**config.mk**
```make
export PLATFORM = sky130hd
export DESIGN_NAME = counter_value_regs
export DESIGN_NICKNAME = d
export VERILOG_FILES = /design/src/rtl/ctc_pkg.sv /design/src/rtl/count_sync.sv /design/src/rtl/counter_value_regs.sv
export SDC_FILE = /design/constraint.sdc
export NUM_CORES = 1
export LEC_CHECK = 0
export ABC_AREA = 1
export BUFFER_PORTS_ARGS = -buffer_cell sky130_fd_sc_hd__buf_4
export CAP_MARGIN = 20
export CORE_MARGIN = 5
export CORE_UTILIZATION = 30
export CTS_CLUSTER_DIAMETER = 200
export CTS_CLUSTER_SIZE = 12
export DETAILED_ROUTE_END_ITERATION = 8
export PLACE_DENSITY_LB_ADDON = 0.1
export RECOVER_POWER = 100
export SLEW_MARGIN = 20
export SYNTH_ARGS = -nofsm -noshare
export SYNTH_HDL_FRONTEND = slang
export SYNTH_HIERARCHICAL = 1
export SYNTH_SLANG_ARGS = --single-unit
export TNS_END_PERCENT = 20
```
**constraint.sdc**
```tcl
create_clock -name i_clk -period 5.4 [get_ports i_clk]
set_clock_uncertainty 0.15 [all_clocks]
set_input_delay 0 -clock i_clk [delete_from_list [all_inputs] [get_ports i_clk]]
set_output_delay 0 -clock i_clk [all_outputs]
set_load 0.01 [all_outputs]
```
**src/rtl/ctc_pkg.sv**
```systemverilog
// constants for the control timer counter value register block
package ctc_pkg;

  // register byte offsets
  localparam logic [7:0] CTRL_OFFSET   = 8'h00;
  localparam logic [7:0] STATUS_OFFSET = 8'h04;
  localparam logic [7:0] COUNT_OFFSET  = 8'h34;

  // counter geometry
  localparam int          COUNT_WIDTH = 24;
  localparam logic [23:0] COUNT_FULL_MASK = 24'hFFFFFF;
  localparam logic [31:0] COUNT_RESET = 32'h00000000;

  // dither mode encodings held in the control register
  localparam logic [1:0] MODE_NO_DITHER         = 2'h0;
  localparam logic [1:0] MODE_FOUR_BIT_DITHER   = 2'h1;
  localparam logic [1:0] MODE_FIVE_BIT_DITHER   = 2'h2;
  localparam logic [1:0] MODE_SIX_BIT_DITHER    = 2'h3;

  // reserved low bits per dither layout
  localparam logic [4:0] SHIFT_NO_DITHER       = 5'h00;
  localparam logic [4:0] SHIFT_FOUR_BIT_DITHER = 5'h04;
  localparam logic [4:0] SHIFT_FIVE_BIT_DITHER = 5'h05;
  localparam logic [4:0] SHIFT_SIX_BIT_DITHER  = 5'h06;

  // control register fields
  localparam int          CTRL_WP_BIT     = 0;
  localparam int          CTRL_MODE_LSB   = 1;
  localparam int          CTRL_EN_BIT     = 3;
  localparam logic [31:0] CTRL_RESET      = 32'h00000000;
  localparam logic [31:0] CTRL_WRITE_MASK = 32'h0000000F;

  // status register fields
  localparam int STATUS_BUSY_BIT = 0;
  localparam int STATUS_WPERR_BIT = 1;

  // crossing into the counter clock domain
  localparam int          CLK_PERIOD_NS = 50;
  localparam int          SYNC_TIME_NS  = 150;
  localparam int          SYNC_CYCLES_INT = (SYNC_TIME_NS + CLK_PERIOD_NS - 1) / CLK_PERIOD_NS;
  localparam logic [3:0]  SYNC_CYCLES   = 4'(SYNC_CYCLES_INT < 1 ? 1 : SYNC_CYCLES_INT);

endpackage

```
**src/rtl/count_sync.sv**
```systemverilog
// sequencer that paces one access across to the counter clock domain
`timescale 1ns/1ps
module count_sync
  import ctc_pkg::*;
(
  // clock and reset
  input  wire logic i_clk,
  input  wire logic i_rst,
  // request and completion
  input  wire logic i_start,
  output logic      o_busy,
  output logic      o_done
);

  typedef enum {sync_idle, sync_run} sync_state_t;

  sync_state_t state;
  sync_state_t next_state;
  logic [3:0]  cycles;
  logic [3:0]  next_cycles;

  always_comb begin
    next_state  = state;
    next_cycles = cycles;
    case (state)
      sync_idle: begin
        if (i_start) begin
          next_state  = sync_run;
          next_cycles = 4'h1;
        end
      end
      sync_run: begin
        if (cycles == SYNC_CYCLES) begin
          next_state  = sync_idle;
          next_cycles = 4'h0;
        end else begin
          next_cycles = cycles + 4'h1;
        end
      end
      default: begin
        next_state  = sync_idle;
        next_cycles = 4'h0;
      end
    endcase
  end

  always_ff @(posedge i_clk or posedge i_rst) begin
    if (i_rst) begin
      state  <= sync_idle;
      cycles <= 4'h0;
    end else begin
      state  <= next_state;
      cycles <= next_cycles;
    end
  end

  assign o_busy = (state == sync_run);
  assign o_done = (state == sync_run) && (cycles == SYNC_CYCLES);

endmodule // count_sync

```
**src/rtl/counter_value_regs.sv**
```systemverilog
// apb slave holding the timer counter value register in all dither layouts
//
// Overview of operation
// - without dither the whole counter lives in bits 23:0, read-write
// - count field width follows the counter width, masked per layout
// - four-bit dither: count in bits 23:4, bits 3:0 read-only zero
// - five-bit dither: count in bits 23:5, bits 4:0 read-only zero
// - bits 31:24 read zero; software writes zeros there
// - counter resets to zero; count bits read-write in every layout
// - counter accesses pass the clock crossing; protected writes are blocked
//
// Added by the designer: the APB register port.
`timescale 1ns/1ps
module counter_value_regs
  import ctc_pkg::*;
(
  // clock and reset
  input  wire logic        i_clk,
  input  wire logic        i_rst,
  // apb slave
  input  wire logic        i_psel,
  input  wire logic        i_penable,
  input  wire logic        i_pwrite,
  input  wire logic [7:0]  i_paddr,
  input  wire logic [31:0] i_pwdata,
  output logic [31:0]      o_prdata,
  output logic             o_pready,
  output logic             o_pslverr,
  // counting
  input  wire logic        i_count_step,
  output logic [23:0]      o_count,
  output logic [1:0]       o_dither_mode,
  output logic             o_sync_busy
);

  // counter accesses other than refused writes wait in sync for the crossing, then answer for one cycle in done
  typedef enum {bus_idle, bus_sync, bus_done} bus_state_t;

  // registered state
  bus_state_t  state;
  bus_state_t  next_state;
  logic [31:0] ctrl;
  logic [31:0] next_ctrl;
  logic [23:0] count;
  logic [23:0] next_count;
  logic [31:0] rdata;
  logic [31:0] next_rdata;
  logic        wp_error;
  logic        next_wp_error;

  // combinational decode
  logic        setup;
  logic        count_setup;
  logic        access;
  logic        sel_ctrl;
  logic        sel_status;
  logic        sel_count;
  logic        unmapped;
  logic        protect;
  logic        count_enable;
  logic [1:0]  mode;
  logic [4:0]  shift;
  logic [23:0] field_mask;
  logic [23:0] step_value;
  logic        sync_start;
  logic        sync_busy;
  logic        sync_done;
  logic        count_commit;
  logic        blocked_write;
  logic        immediate_answer;
  logic        answer_error;

  // counter field views and write strobes
  logic        count_write;
  logic        ctrl_write;
  logic        status_clear;
  logic [23:0] count_view;
  logic [23:0] write_field;
  logic [23:0] step_count;
  logic [31:0] status_word;

  // address decode
  assign setup      = i_psel && !i_penable;
  assign access     = i_psel && i_penable;
  assign sel_ctrl   = (i_paddr == CTRL_OFFSET);
  assign sel_status = (i_paddr == STATUS_OFFSET);
  assign sel_count  = (i_paddr == COUNT_OFFSET);
  assign unmapped   = !(sel_ctrl || sel_status || sel_count);
  assign count_setup = setup && sel_count;
  assign count_write = sel_count && i_pwrite;

  // control fields
  assign protect      = ctrl[CTRL_WP_BIT];
  assign mode         = ctrl[CTRL_MODE_LSB +: 2];
  assign count_enable = ctrl[CTRL_EN_BIT];

  // layout selection by dither mode
  always_comb begin
    case (mode)
      MODE_NO_DITHER: begin
        shift = SHIFT_NO_DITHER;
      end
      MODE_FOUR_BIT_DITHER: begin
        shift = SHIFT_FOUR_BIT_DITHER;
      end
      MODE_FIVE_BIT_DITHER: begin
        shift = SHIFT_FIVE_BIT_DITHER;
      end
      MODE_SIX_BIT_DITHER: begin
        shift = SHIFT_SIX_BIT_DITHER;
      end
      default: begin
        shift = SHIFT_NO_DITHER;
      end
    endcase
  end

  // field holds exactly the counter bits
  // a bit belongs to the count once it sits at or above the layout shift
  for (genvar b = 0; b < COUNT_WIDTH; b++) begin : g_field_bit
    assign field_mask[b] = (5'(b) >= shift);
  end
  // one count step moves the lowest field bit
  assign step_value = 24'h000001 << shift;

  // the read view never carries bits above the counter
  assign count_view  = count & field_mask;
  // write bits above the counter and below the field are dropped
  assign write_field = i_pwdata[COUNT_WIDTH-1:0] & field_mask;
  // stepping at the field lsb keeps dither bits out of the count
  assign step_count  = count + step_value;

  // protected counter writes are refused at once
  assign blocked_write = count_write && protect;

  // counter reads and unrefused counter writes start a crossing in the setup phase
  // starting at setup hides one cycle of the crossing inside the setup phase
  assign sync_start = (state == bus_idle) && count_setup && !blocked_write;

  // registers other than the counter answer in the first access cycle
  assign immediate_answer = (state == bus_idle) && access;
  // unmapped addresses and refused counter writes answer with an error
  assign answer_error     = unmapped || blocked_write;

  // bus sequencing
  always_comb begin
    next_state = state;
    case (state)
      bus_idle: begin
        // only counter accesses leave idle
        if (sync_start) begin
          next_state = bus_sync;
        end
      end
      bus_sync: begin
        // hold the access until the sequencer reports the end
        if (sync_done) begin
          next_state = bus_done;
        end
      end
      bus_done: begin
        // one answer cycle, then back to idle
        next_state = bus_idle;
      end
      default: begin
        next_state = bus_idle;
      end
    endcase
  end

  always_ff @(posedge i_clk or posedge i_rst) begin
    if (i_rst) begin
      state <= bus_idle;
    end else begin
      state <= next_state;
    end
  end

  // handshake answers
  // counter accesses never fail once their crossing has started
  assign o_pready  = immediate_answer || (state == bus_done);
  assign o_pslverr = immediate_answer && answer_error;

  // write lands only once the crossing has completed
  assign count_commit = (state == bus_done) && access && count_write;
  assign ctrl_write   = immediate_answer && i_pwrite && sel_ctrl;
  assign status_clear = immediate_answer && i_pwrite && sel_status && i_pwdata[STATUS_WPERR_BIT];

  // control register, always writable so protection can be lifted
  // reserved control bits are masked on write and read back as zero
  always_comb begin
    next_ctrl = ctrl;
    if (ctrl_write) begin
      next_ctrl = i_pwdata & CTRL_WRITE_MASK;
    end
  end

  always_ff @(posedge i_clk or posedge i_rst) begin
    if (i_rst) begin
      ctrl <= CTRL_RESET;
    end else begin
      ctrl <= next_ctrl;
    end
  end

  // sticky flag for refused writes; a new refusal beats a clear
  // clearing needs a one written to the flag bit
  always_comb begin
    next_wp_error = wp_error;
    if (status_clear) begin
      next_wp_error = 1'b0;
    end
    if (immediate_answer && blocked_write) begin
      next_wp_error = 1'b1;
    end
  end

  always_ff @(posedge i_clk or posedge i_rst) begin
    if (i_rst) begin
      wp_error <= 1'b0;
    end else begin
      wp_error <= next_wp_error;
    end
  end

  // counter value
  always_comb begin
    next_count = count;
    // a write in the same cycle as a step wins and the step is lost
    if (count_commit) begin
      next_count = write_field;
    end else if (count_enable && i_count_step) begin
      next_count = step_count;
    end
    // reserved low bits hold data only in the one cycle after a layout change
    next_count = next_count & field_mask;
  end

  always_ff @(posedge i_clk or posedge i_rst) begin
    if (i_rst) begin
      count <= COUNT_RESET[COUNT_WIDTH-1:0];
    end else begin
      count <= next_count;
    end
  end

  // status word; busy is seen at setup, so a lone master always reads it clear
  always_comb begin
    status_word                   = 32'h00000000;
    status_word[STATUS_BUSY_BIT]  = sync_busy;
    status_word[STATUS_WPERR_BIT] = wp_error;
  end

  // read data; the counter snapshot is taken as the crossing ends
  always_comb begin
    next_rdata = rdata;
    // control and status answer at once, so their word is latched at setup
    if ((state == bus_idle) && setup) begin
      // anything not decoded reads as zero
      next_rdata = 32'h00000000;
      if (sel_ctrl) begin
        next_rdata = ctrl;
      end
      if (sel_status) begin
        next_rdata = status_word;
      end
    end
    if ((state == bus_sync) && sync_done) begin
      next_rdata = {8'h00, count_view};
    end
  end

  always_ff @(posedge i_clk or posedge i_rst) begin
    if (i_rst) begin
      rdata <= 32'h00000000;
    end else begin
      rdata <= next_rdata;
    end
  end

  // crossing sequencer
  // fixed length; the counter shares this clock, so no data word crosses domains
  count_sync u_count_sync (
    .i_clk   (i_clk),
    .i_rst   (i_rst),
    .i_start (sync_start),
    .o_busy  (sync_busy),
    .o_done  (sync_done)
  );

  // outputs
  assign o_prdata      = rdata;
  assign o_count       = count;
  assign o_dither_mode = mode;
  assign o_sync_busy   = sync_busy;

endmodule // counter_value_regs

```
==> results.toml, run 1 <==
[run_status]
status = "finished with violations"
violations = "max-capacitance violations, max-slew violations"

[floorplanning]
ios = 107
rows = 41
design.core.area_um2 = 12520
dieArea_um2 = 15030
start_util_pct = 30.39
die_h_um = 122.6
dieWidth_um = 122.6

[sta]
drv_slew = 99
hold_violations = 0
fin_crit_sh_pct = 62.61
period_needed_ns = 3.381
fmax_mhz = 295.8
rsz0062_at_grt = "no"
setup_viol = 0
tns_ns = 0
max-slew-margin-rel_pct = -110.0
tightest_slew_ns = 3.150
timing.hold.ws_ns = 0.01219

[synth]
synth_seq_cells = 60
ys_warn_count = 6
synth.distinct_cells = 40
syn-cell-area_um2 = 3804
async_flop_share_pct = 100.0
syn_inst = 528
yosys_most_used_dff = "dfrtp_1"
avgSynthCellArea_um2 = 7.204
synth-edff-count = 0
ys_seq_area_share_pct = 39.47

[layout]
fin_nets = 711
fill_cells = 1368
final_common_cell = "nand2_1"
instances_no_fill = 831
drive_gt1_share_pct = 10.93
num_antenna_cells = 0
layout_common_cells = "146 x nand2_1, 76 x nand3_1, 68 x inv_1"
seq_area_um2 = 1501
multi_input_area_um2 = 1904
syn_to_final_growth_pct = 30.69

[detailed_routing]
route.detailed.drc = 0
num_vias = 3833
wire_per_inst_um = 14.29
ant_nets = 0
drt-total-wl_um = 11880
drt-pass1-iter-count = 5
drt-initial-drc-count = 281
vias_per_cell = 4.613

[global_routing]
grt_pass1_wl_um = 19180
grt.met2_usage_pct = 25.97
gr-usage-met1_pct = 22.83
grt_pass1_vias = 3751
grt_max_degree = 56
busiest_layer = "met2"
gr-total-overflow = 0
antenna_found_initial = 0
grtUsageMet3_pct = 2.627
track_usage_pct = 16.39

[min_path]
hp-class = "primary input to register"
hold_start = "i_paddr[0]"

[power]
peakVddDrop_mv = 0.09674
p_leak_nw = 2.448
power_w = 0.001047
power_density_nw_per_um2 = 210.7

[cts]
tritoncts = "built"
post_cts_buffers = 0
cts.sinks = 60
cts.reportedPaths.clkPinSlew_ns = 0.05
clock_latency_ns = 0.33
ctsResizeCount = 0
numCtsBuffers = 9
clock_path_buffers = 2
htree_levels = 3
cts-root-buf = "clkbuf_16"

[critical_path]
startpoint = "i_rst"
crit_path_cell_trace = "dlygate4sd3_1 > clkbuf_4 > inv_1 > clkbuf_1"
r2r_start = "u_count_sync/cycles[0]$_DFFE_PP0P_"
criticalPathCategory = "primary input to asynchronous set/reset pin"
cpPeakStageDelay_ns = 2.22
crit_path_end_kind = "asynchronous set/reset pin"
path_max_fanout = 55
critPathLaunchType = "primary input"
cp.required_ns = 4.98
cp_data_arrival_time_ns = 2.96
cpMaxStageDelayCell = "clkbuf_1"

[flow_run]
max_cap_viol_count = 2

[placed_design]
io_buffers = 90
dp.final_hpwl_um = 8800
gp_congestion = 0.8872
dp.cells = 784
[what timing repair did]
action / in CTS / in global routing
hold buffers: 32 / 0
hold endpoints to repair: 92 / 0
endpoints found under the setup margin: 0 / 0
[report_power, final]
part	internal (W)	switching, W
clock	0.000331	0.000206
combinational	0.0000340	0.0000265
sequential	0.000450	0.0000000970
total	0.000815	0.000232
[metal layers]
metal  wire length, um  part of all wire [%]
met5                 0                     0
met4               125                   1.1
met3               542                   4.6
met2              5531                    47
met1              5676                    48
[synthesized netlist by cell type, drive strengths merged, types with 3 or more instances]
cell type / count / area [um^2]
a31oi: 3 / 18.77
nor2: 53 / 221.5
clkbuf: 6 / 22.52
nand4: 10 / 62.56
nor3: 5 / 40.04
buf: 14 / 113.9
o211ai: 3 / 22.52
xor2: 5 / 43.79
ha: 9 / 112.6
nand3: 80 / 432.9
inv: 68 / 255.2
o22ai: 4 / 25.02
or2: 4 / 25.02
a21oi: 9 / 45.04
dfrtp: 60 / 1501
o21ai: 32 / 160.2
nand2: 147 / 569.3
[worst max-delay path, delay by kind of cell]
kind,cells,cell delay (ns)
buffers and inverters,4,2.94
[stage by stage]
| step | cell area, um^2 | setup WS, ns | utilization, % |
|---|---|---|---|
| CTS | 5216 | 2.413 | 41.67 |
| detailed placement | 4618 | 2.806 | 36.90 |
| floorplan | 3849 | 3.293 | - |
| global placement | 4618 | 2.836 | 36.90 |
| global route | 4971 | 1.251 | 39.71 |
| finish | 4971 | 2.019 | 39.71 |
[logic make-up after synthesis]
family	after synthesis	share of synthesized area [%]
flip-flops	60	39.47
other	1	0.09859
multiplexers	2	0.5921
adder cells (fa/ha/maj)	10	3.487
AO/OA/AOI/OAI	59	8.815
buffers and inverters	90	10.53
AND/OR/NAND/NOR	301	35.86
XOR/XNOR	5	1.151
[final timing paths]
kind	depth (start not counted)	end	slack, ns
worst max-delay path	4	o_count[12]$_DFFE_PP0P_	2.02
worst min-delay path	6	o_prdata[2]$_DFFE_PP0P_	0.01
worst max register to register	8	o_prdata[1]$_DFFE_PP0P_	2.03
worst min register to register	2	o_prdata[16]$_DFFE_PP0P_	0.36
max in group i_clk	8	o_prdata[1]$_DFFE_PP0P_	2.03
min in group asynchronous	4	u_count_sync/state[0]$_DFFE_PP0P_	0.57
[final cells by class]
class	instances	share of cell area, %
Clock inverter	4	0.5034
Sequential cell	60	30.20
Inverter	70	5.311
Multi-Input combinational cell	390	38.31
Clock buffer	11	5.084
Tap cell	172	4.329
Timing Repair Buffer	124	16.26
No activity file was read; power rests on OpenSTA's default activity.
==> run 2: changes to the inputs <==
- ABC_AREA: 1 -> 0
- clock period: 5.4 -> 3 ns (I/O delays scaled with it)
==> run 2 against run 1 <==
  * The flow finishes with violations (negative hold slack)
  * Cell count is 26% lower
  * Synthesized cell count is 35% lower
  * Register-to-register slack worse by 1.8 ns
  * Cell area is 7.7% lower
  * Via count fell by 19%
  * Non-clock buffer count up 6
  * Combinational power increased to 4.3 times the previous value
  * Sequential cell count did not move
  * Global-route usage down 1.8 points
  * Wire length shrank 17%
  * Die area shrank 8.1%
  * Area after synthesis is 8.8% lower
  * Critical path type is now register to register
  * Largest power group unchanged
==> results.toml, run 2 <==
[cts]
clock_latency_ns = 0.33
cts-root-buf = "clkbuf_16"
htree_levels = 3
tritoncts = "built"
numCtsBuffers = 9
cts.sinks = 60
post_cts_buffers = 0
clock_path_buffers = 2
cts.reportedPaths.clkPinSlew_ns = 0.05

[floorplanning]
die_h_um = 117.5
design.core.area_um2 = 11370
rows = 39
dieArea_um2 = 13810
ios = 107
start_util_pct = 30.51
dieWidth_um = 117.5

[detailed_routing]
vias_per_cell = 5.005
ant_nets = 0
drt-pass1-iter-count = 4
route.detailed.drc = 0
wl_met2_um = 4386
highest_layer = "met4"
wire_per_inst_um = 15.89
drt-initial-drc-count = 123
wl_met1_um = 4765
drt-total-wl_um = 9835
num_vias = 3098
met3RoutedLength_um = 542

[sta]
fin_crit_sh_pct = 93.39
max-slew-margin-rel_pct = 39.40
period_needed_ns = 2.802
hold_violations = 5
tightest_slew_ns = 0.9080
setup_viol = 0
rsz0062_at_grt = "no"
timing.hold.ws_ns = -0.01048
drv_slew = 0
fmax_mhz = 356.9
tns_ns = 0

[synth]
syn-cell-area_um2 = 3468
synth_seq_cells = 60
async_flop_share_pct = 100.0
synth-edff-count = 0
ys_seq_area_share_pct = 43.29
ys_warn_count = 6
netlist.area_leader.share_pct = 43.29
yosys-top-cells-area = "dfrtp_1 43%, a22o_1 4.0%, nand2_1 3.4%"
synth.largest_area_cell = "dfrtp_1"
syn_inst = 344
synth.distinct_cells = 65
yosys_most_used_dff = "dfrtp_1"
synth_top_cells_by_count = "60 x dfrtp_1, 31 x nand2_1, 23 x nor2_1"
avgSynthCellArea_um2 = 10.08
synth_most_common_cell = "dfrtp_1"

[layout]
drive_gt1_share_pct = 14.92
final_area_um2 = 4588
syn_to_final_growth_pct = 32.29
final_common_cell = "dfrtp_1"
fin_nets = 528
num_antenna_cells = 0
layout_common_cells = "60 x dfrtp_1, 59 x clkbuf_1, 40 x buf_4"

[power]
power_density_nw_per_um2 = 457.1
seqPwrFrac_pct = 42.5
p_sw_w = 0.0005178
power_w = 0.002097
p_clk_share_pct = 45.2
p_comb_share_pct = 12.4
swShare_pct = 24.69
peakVddDrop_mv = 0.2449
cellInternalPower_w = 0.001579
p_leak_nw = 2.161

[critical_path]
cp_data_arrival_time_ns = 2.86
crit_path_end_kind = "register"
criticalPathCategory = "register to register"
path_max_fanout = 9
rrSetupSlack_ns = 0.20
critPathLaunchType = "register"
cp.required_ns = 3.06

[placed_design]
gp_congestion = 0.7824
place_area_um2 = 4243
dp.final_hpwl_um = 7147
io_buffers = 90

[min_path]
hp-class = "primary input to asynchronous set/reset pin"

[global_routing]
antenna_found_initial = 0
grt_max_degree = 35
grt_pass1_wl_um = 16390
grt_pass1_vias = 3128
track_usage_pct = 14.54
gr-total-overflow = 0

[run_status]
status = "finished with violations"
violations = "negative hold slack"

[flow_run]
max_cap_viol_count = 0
[run 2: through the flow]
stage / setup slack (ns) / util (%) / std cells
after CTS: 0.1969 / 42.42 / 619
after global placement: 0.3697 / 37.32 / 573
after global routing: 0.04177 / 40.35 / 619
final: 0.1982 / 40.35 / 619
after detailed placement: 0.3323 / 37.32 / 573
after floorplan: 0.5229 / - / 356
[run 2: logic make-up after synthesis]
family	share of synthesized area (%)
and+or+nand+nor	21.90
AOI/OAI and AO/OA	20.31
DFF	43.29
buffers and inverters	6.529
adders and majority gates	3.824
muxes	2.525
xor gates and xnor gates	1.515
other	0.1081
[run 2: power groups by stage]
stage | Combinational, W | Clock (W) | Sequential, W
global placement | 0.000242 | 0 | 0.000903
floorplan | 0.000155 | 0 | 0.000895
CTS | 0.000277 | 0.000973 | 0.000891
detailed placement | 0.000244 | 0 | 0.000903
global route | 0.000295 | 0.00101 | 0.000895
finish | 0.000259 | 0.000948 | 0.000890
[run 2: per-layer routing]
layer / vias to the layer above / GRT usage (%)
met5: - / 0
met4: 0 / 5.161
met3: 11 / 4.277
met2: 74 / 22.81
met1: 1499 / 19.09
li1: 1514 / -
[run 2: repair_timing]
item                                   4_1_cts  5_1_grt
endpoints found under the hold margin       57        0
gates resized for setup                      0        0
hold buffers                                31        0
[run 2: cell type report]
class / instances / area, um^2
fill: 1176 / 6782
inverter: 9 / 33.78
clock inverter: 2 / 10.01
sequential: 60 / 1501
tap: 143 / 178.9
clock buffer: 13 / 260.3
multi-input combinational: 262 / 1769
timing repair buffer: 130 / 834.6
[run 2: critical path: stages (launching register included)]
cell and delay [ns]:
dfrtp_1 0.40, ha_1 0.23, nor3b_2 0.16, and2_1 0.18
nand3b_1 0.31, inv_1 0.10, nor2_1 0.16, buf_4 0.19
inv_1 0.06, o22ai_1 0.12, a21oi_1 0.06, dlygate4sd3_1 0.56
[run 2: path summary, 6_finish.rpt]
kind / start / end / depth (start not counted)
worst min register to register: o_prdata[4]$_DFFE_PP0P_ / o_prdata[4]$_DFFE_PP0P_ / 1
worst max register to register: u_count_sync/cycles[0]$_DFFE_PP0P_ / o_prdata[0]$_DFFE_PP0P_ / 11
worst max-delay path: u_count_sync/cycles[0]$_DFFE_PP0P_ / o_prdata[0]$_DFFE_PP0P_ / 11
min in group i_clk: i_penable / o_prdata[1]$_DFFE_PP0P_ / 5
worst min-delay path: i_rst / u_count_sync/cycles[0]$_DFFE_PP0P_ / 3
max in group asynchronous: i_rst / asynchronous set/reset pin / 4
==> run 3: changes to the inputs <==
- GPL_TIMING_DRIVEN: unset -> 0
- PLACE_DENSITY: unset -> 0.62
- PLACE_DENSITY_LB_ADDON: 0.1 -> unset
==> run 3 against run 2 <==
  * The run ends with negative hold slack, max-capacitance violations, max-slew violations left
  * Cell count increased by 2.3%
  * Wire length up 4.3%
  * Worst hold slack got worse by 0.016 ns
  * Register-to-register slack improved by 0.02 ns
  * Combinational power up 5%
  * Die area unchanged
  * Sequential share of layout area down 0.97 points
  * Sequential cell count unchanged
  * Count of clock-buffer cells in the layout is 1 lower
==> results.toml, run 3 (synthesis results as in run 2) <==
[critical_path]
cpMaxStageDelayCell = "dlygate4sd3_1"
cp.required_ns = 3.11
reg2reg_depth = 9
rrSetupSlack_ns = 0.22
crit_path_cell_trace = "dlygate4sd3_1 > buf_4 > nor4b_4 > dlygate4sd3_1 > nand2_1 > dlygate4sd3_1 > a21oi_1 > dlygate4sd3_1"
cpPeakStageDelay_ns = 0.64
cp_data_arrival_time_ns = 2.92
crit_top_cell = "dlygate4sd3_1"
r2r_start = "ctrl[2]$_DFFE_PP0P_"
crit_path_end_kind = "register"
path_max_fanout = 3
criticalPathCategory = "primary input to register"
critPathLaunchType = "primary input"

[layout]
layout_common_cells = "60 x clkbuf_1, 60 x dfrtp_1, 47 x buf_4"
instances_no_fill = 633
num_antenna_cells = 0
syn_to_final_growth_pct = 36.33
drive_gt1_share_pct = 17.76
fin_nets = 545
fill_cells = 1173

[global_routing]
track_usage_pct = 14.91
grt_max_degree = 56
grt_pass1_wl_um = 16900
antenna_found_initial = 0
grt_pass1_vias = 3281
gr-total-overflow = 0

[detailed_routing]
drt-total-wl_um = 10260
vias_per_cell = 4.989
ant_nets = 0
drt-initial-drc-count = 152
num_vias = 3158
drt-pass1-iter-count = 4
route.detailed.drc = 0
wire_per_inst_um = 16.20

[cts]
clock_latency_ns = 0.32
cts-root-buf = "clkbuf_16"
numCtsBuffers = 9
post_cts_buffers = 0
tritoncts = "built"
cts.reportedPaths.clkPinSlew_ns = 0.05
clock_path_buffers = 2
htree_levels = 3
cts.sinks = 60

[sta]
timing.hold.ws_ns = -0.02618
rsz0062_at_grt = "no"
fmax_mhz = 355.8
period_needed_ns = 2.811
tns_ns = 0
setup_viol = 0
drv_slew = 56
max-slew-margin-rel_pct = -40.70
tightest_slew_ns = 2.110
hold_violations = 5
fin_crit_sh_pct = 93.70

[floorplanning]
ios = 107
start_util_pct = 30.51
dieArea_um2 = 13810
design.core.area_um2 = 11370
rows = 39
die_h_um = 117.5
dieWidth_um = 117.5

[run_status]
violations = "negative hold slack, max-capacitance violations, max-slew violations"
status = "finished with violations"

[power]
peakVddDrop_mv = 0.2392
p_leak_nw = 2.243
power_density_nw_per_um2 = 435.2

[placed_design]
dp.cells = 589
io_buffers = 90
gp_congestion = 0.7921
dp.final_hpwl_um = 7414

[min_path]
hp-class = "primary input to asynchronous set/reset pin"

[flow_run]
max_cap_viol_count = 1
run 3: cell count changes in the layout (fill, tap and decap cells not counted), moves of 2 or more:
cell      before  now
clkbuf_2       2    0
clkbuf_4       0    2
nor2_1        23   21
nor2_2         0    2
buf_2          0    3
clkinv_2       2    0
buf_4         40   47
buf_6          0    3
run 3: area by class of cell:
class                   instances  area, um^2  share of cell area, %
plain buffers                  25       181.4                  3.837
clock buffers                  12       246.5                  5.213
inverters                       9       33.78                 0.7145
multi-input cells             262        1785                  37.76
flip-flops and latches         60        1501                  31.75
well taps                     143       178.9                  3.784
repair buffers                122       800.8                  16.94
run 3: how the worst max path moves through the flow:
stage | to | cells after the start | slack [ns] | start
after floorplan | register | 9 | 0.52 | ctrl[2]$_DFFE_PP0P_
after global placement | register | 9 | 0.17 | ctrl[2]$_DFFE_PP0P_
after detailed placement | register | 9 | 0.07 | ctrl[1]$_DFFE_PP0P_
after CTS | register | 9 | 0.06 | ctrl[2]$_DFFE_PP0P_
after global routing | o_prdata[0]$_DFFE_PP0P_ | 10 | 0.04 | u_count_sync/cycles[0]$_DFFE_PP0P_
final | o_prdata[0]$_DFFE_PP0P_ | 8 | 0.19 | i_paddr[1]
run 3: report_power, final:
| part | internal [W] | leakage, nW | switching, W | total, W |
|---|---|---|---|---|
| Sequential | 0.000847 | 0.828 | 0.0000438 | 0.000891 |
| Combinational | 0.000144 | 1.30 | 0.000130 | 0.000273 |
| Clock | 0.000562 | 0.120 | 0.000332 | 0.000894 |
run 3: timing repair:
action                                  in CTS  in global routing
endpoints found under the hold margin       91                  0
endpoints found under the setup margin       0                  6
hold buffers                                32                  0
gates resized for setup                      0                  2
run 3: critical path: cells and delay by family:
kind / cells / cell delay [ns]
simple gates: 2 / 0.34
compound gates: 1 / 0.14
buf+inv: 5 / 2.43
run 3: layer usage:
| metal | up-vias | part of all wire [%] | global-route usage, % |
|---|---|---|---|
| met5 | - | 0 | 0 |
| met4 | 0 | 2.3 | 6.953 |
| met3 | 16 | 4.1 | 2.979 |
| met2 | 96 | 46 | 23.94 |
| met1 | 1502 | 47 | 19.28 |
| li1 | 1544 | - | - |
run 3: per-stage QoR:
step	util (%)	power (W)	setup slack (ns)	hold slack [ns]	cell area (um^2)
2_1_floorplan	-	0.001050	0.5229	-0.3715	3513
3_3_place_gp	38.42	0.001145	0.1654	-0.2240	4368
3_5_place_dp	38.44	0.001159	0.07488	-0.2080	4370
4_1_cts	43.42	0.002090	0.06323	0.009457	4937
5_1_grt	41.59	0.002161	0.04122	0.01066	4728
6_report	41.59	0.002058	0.1891	-0.02618	4728
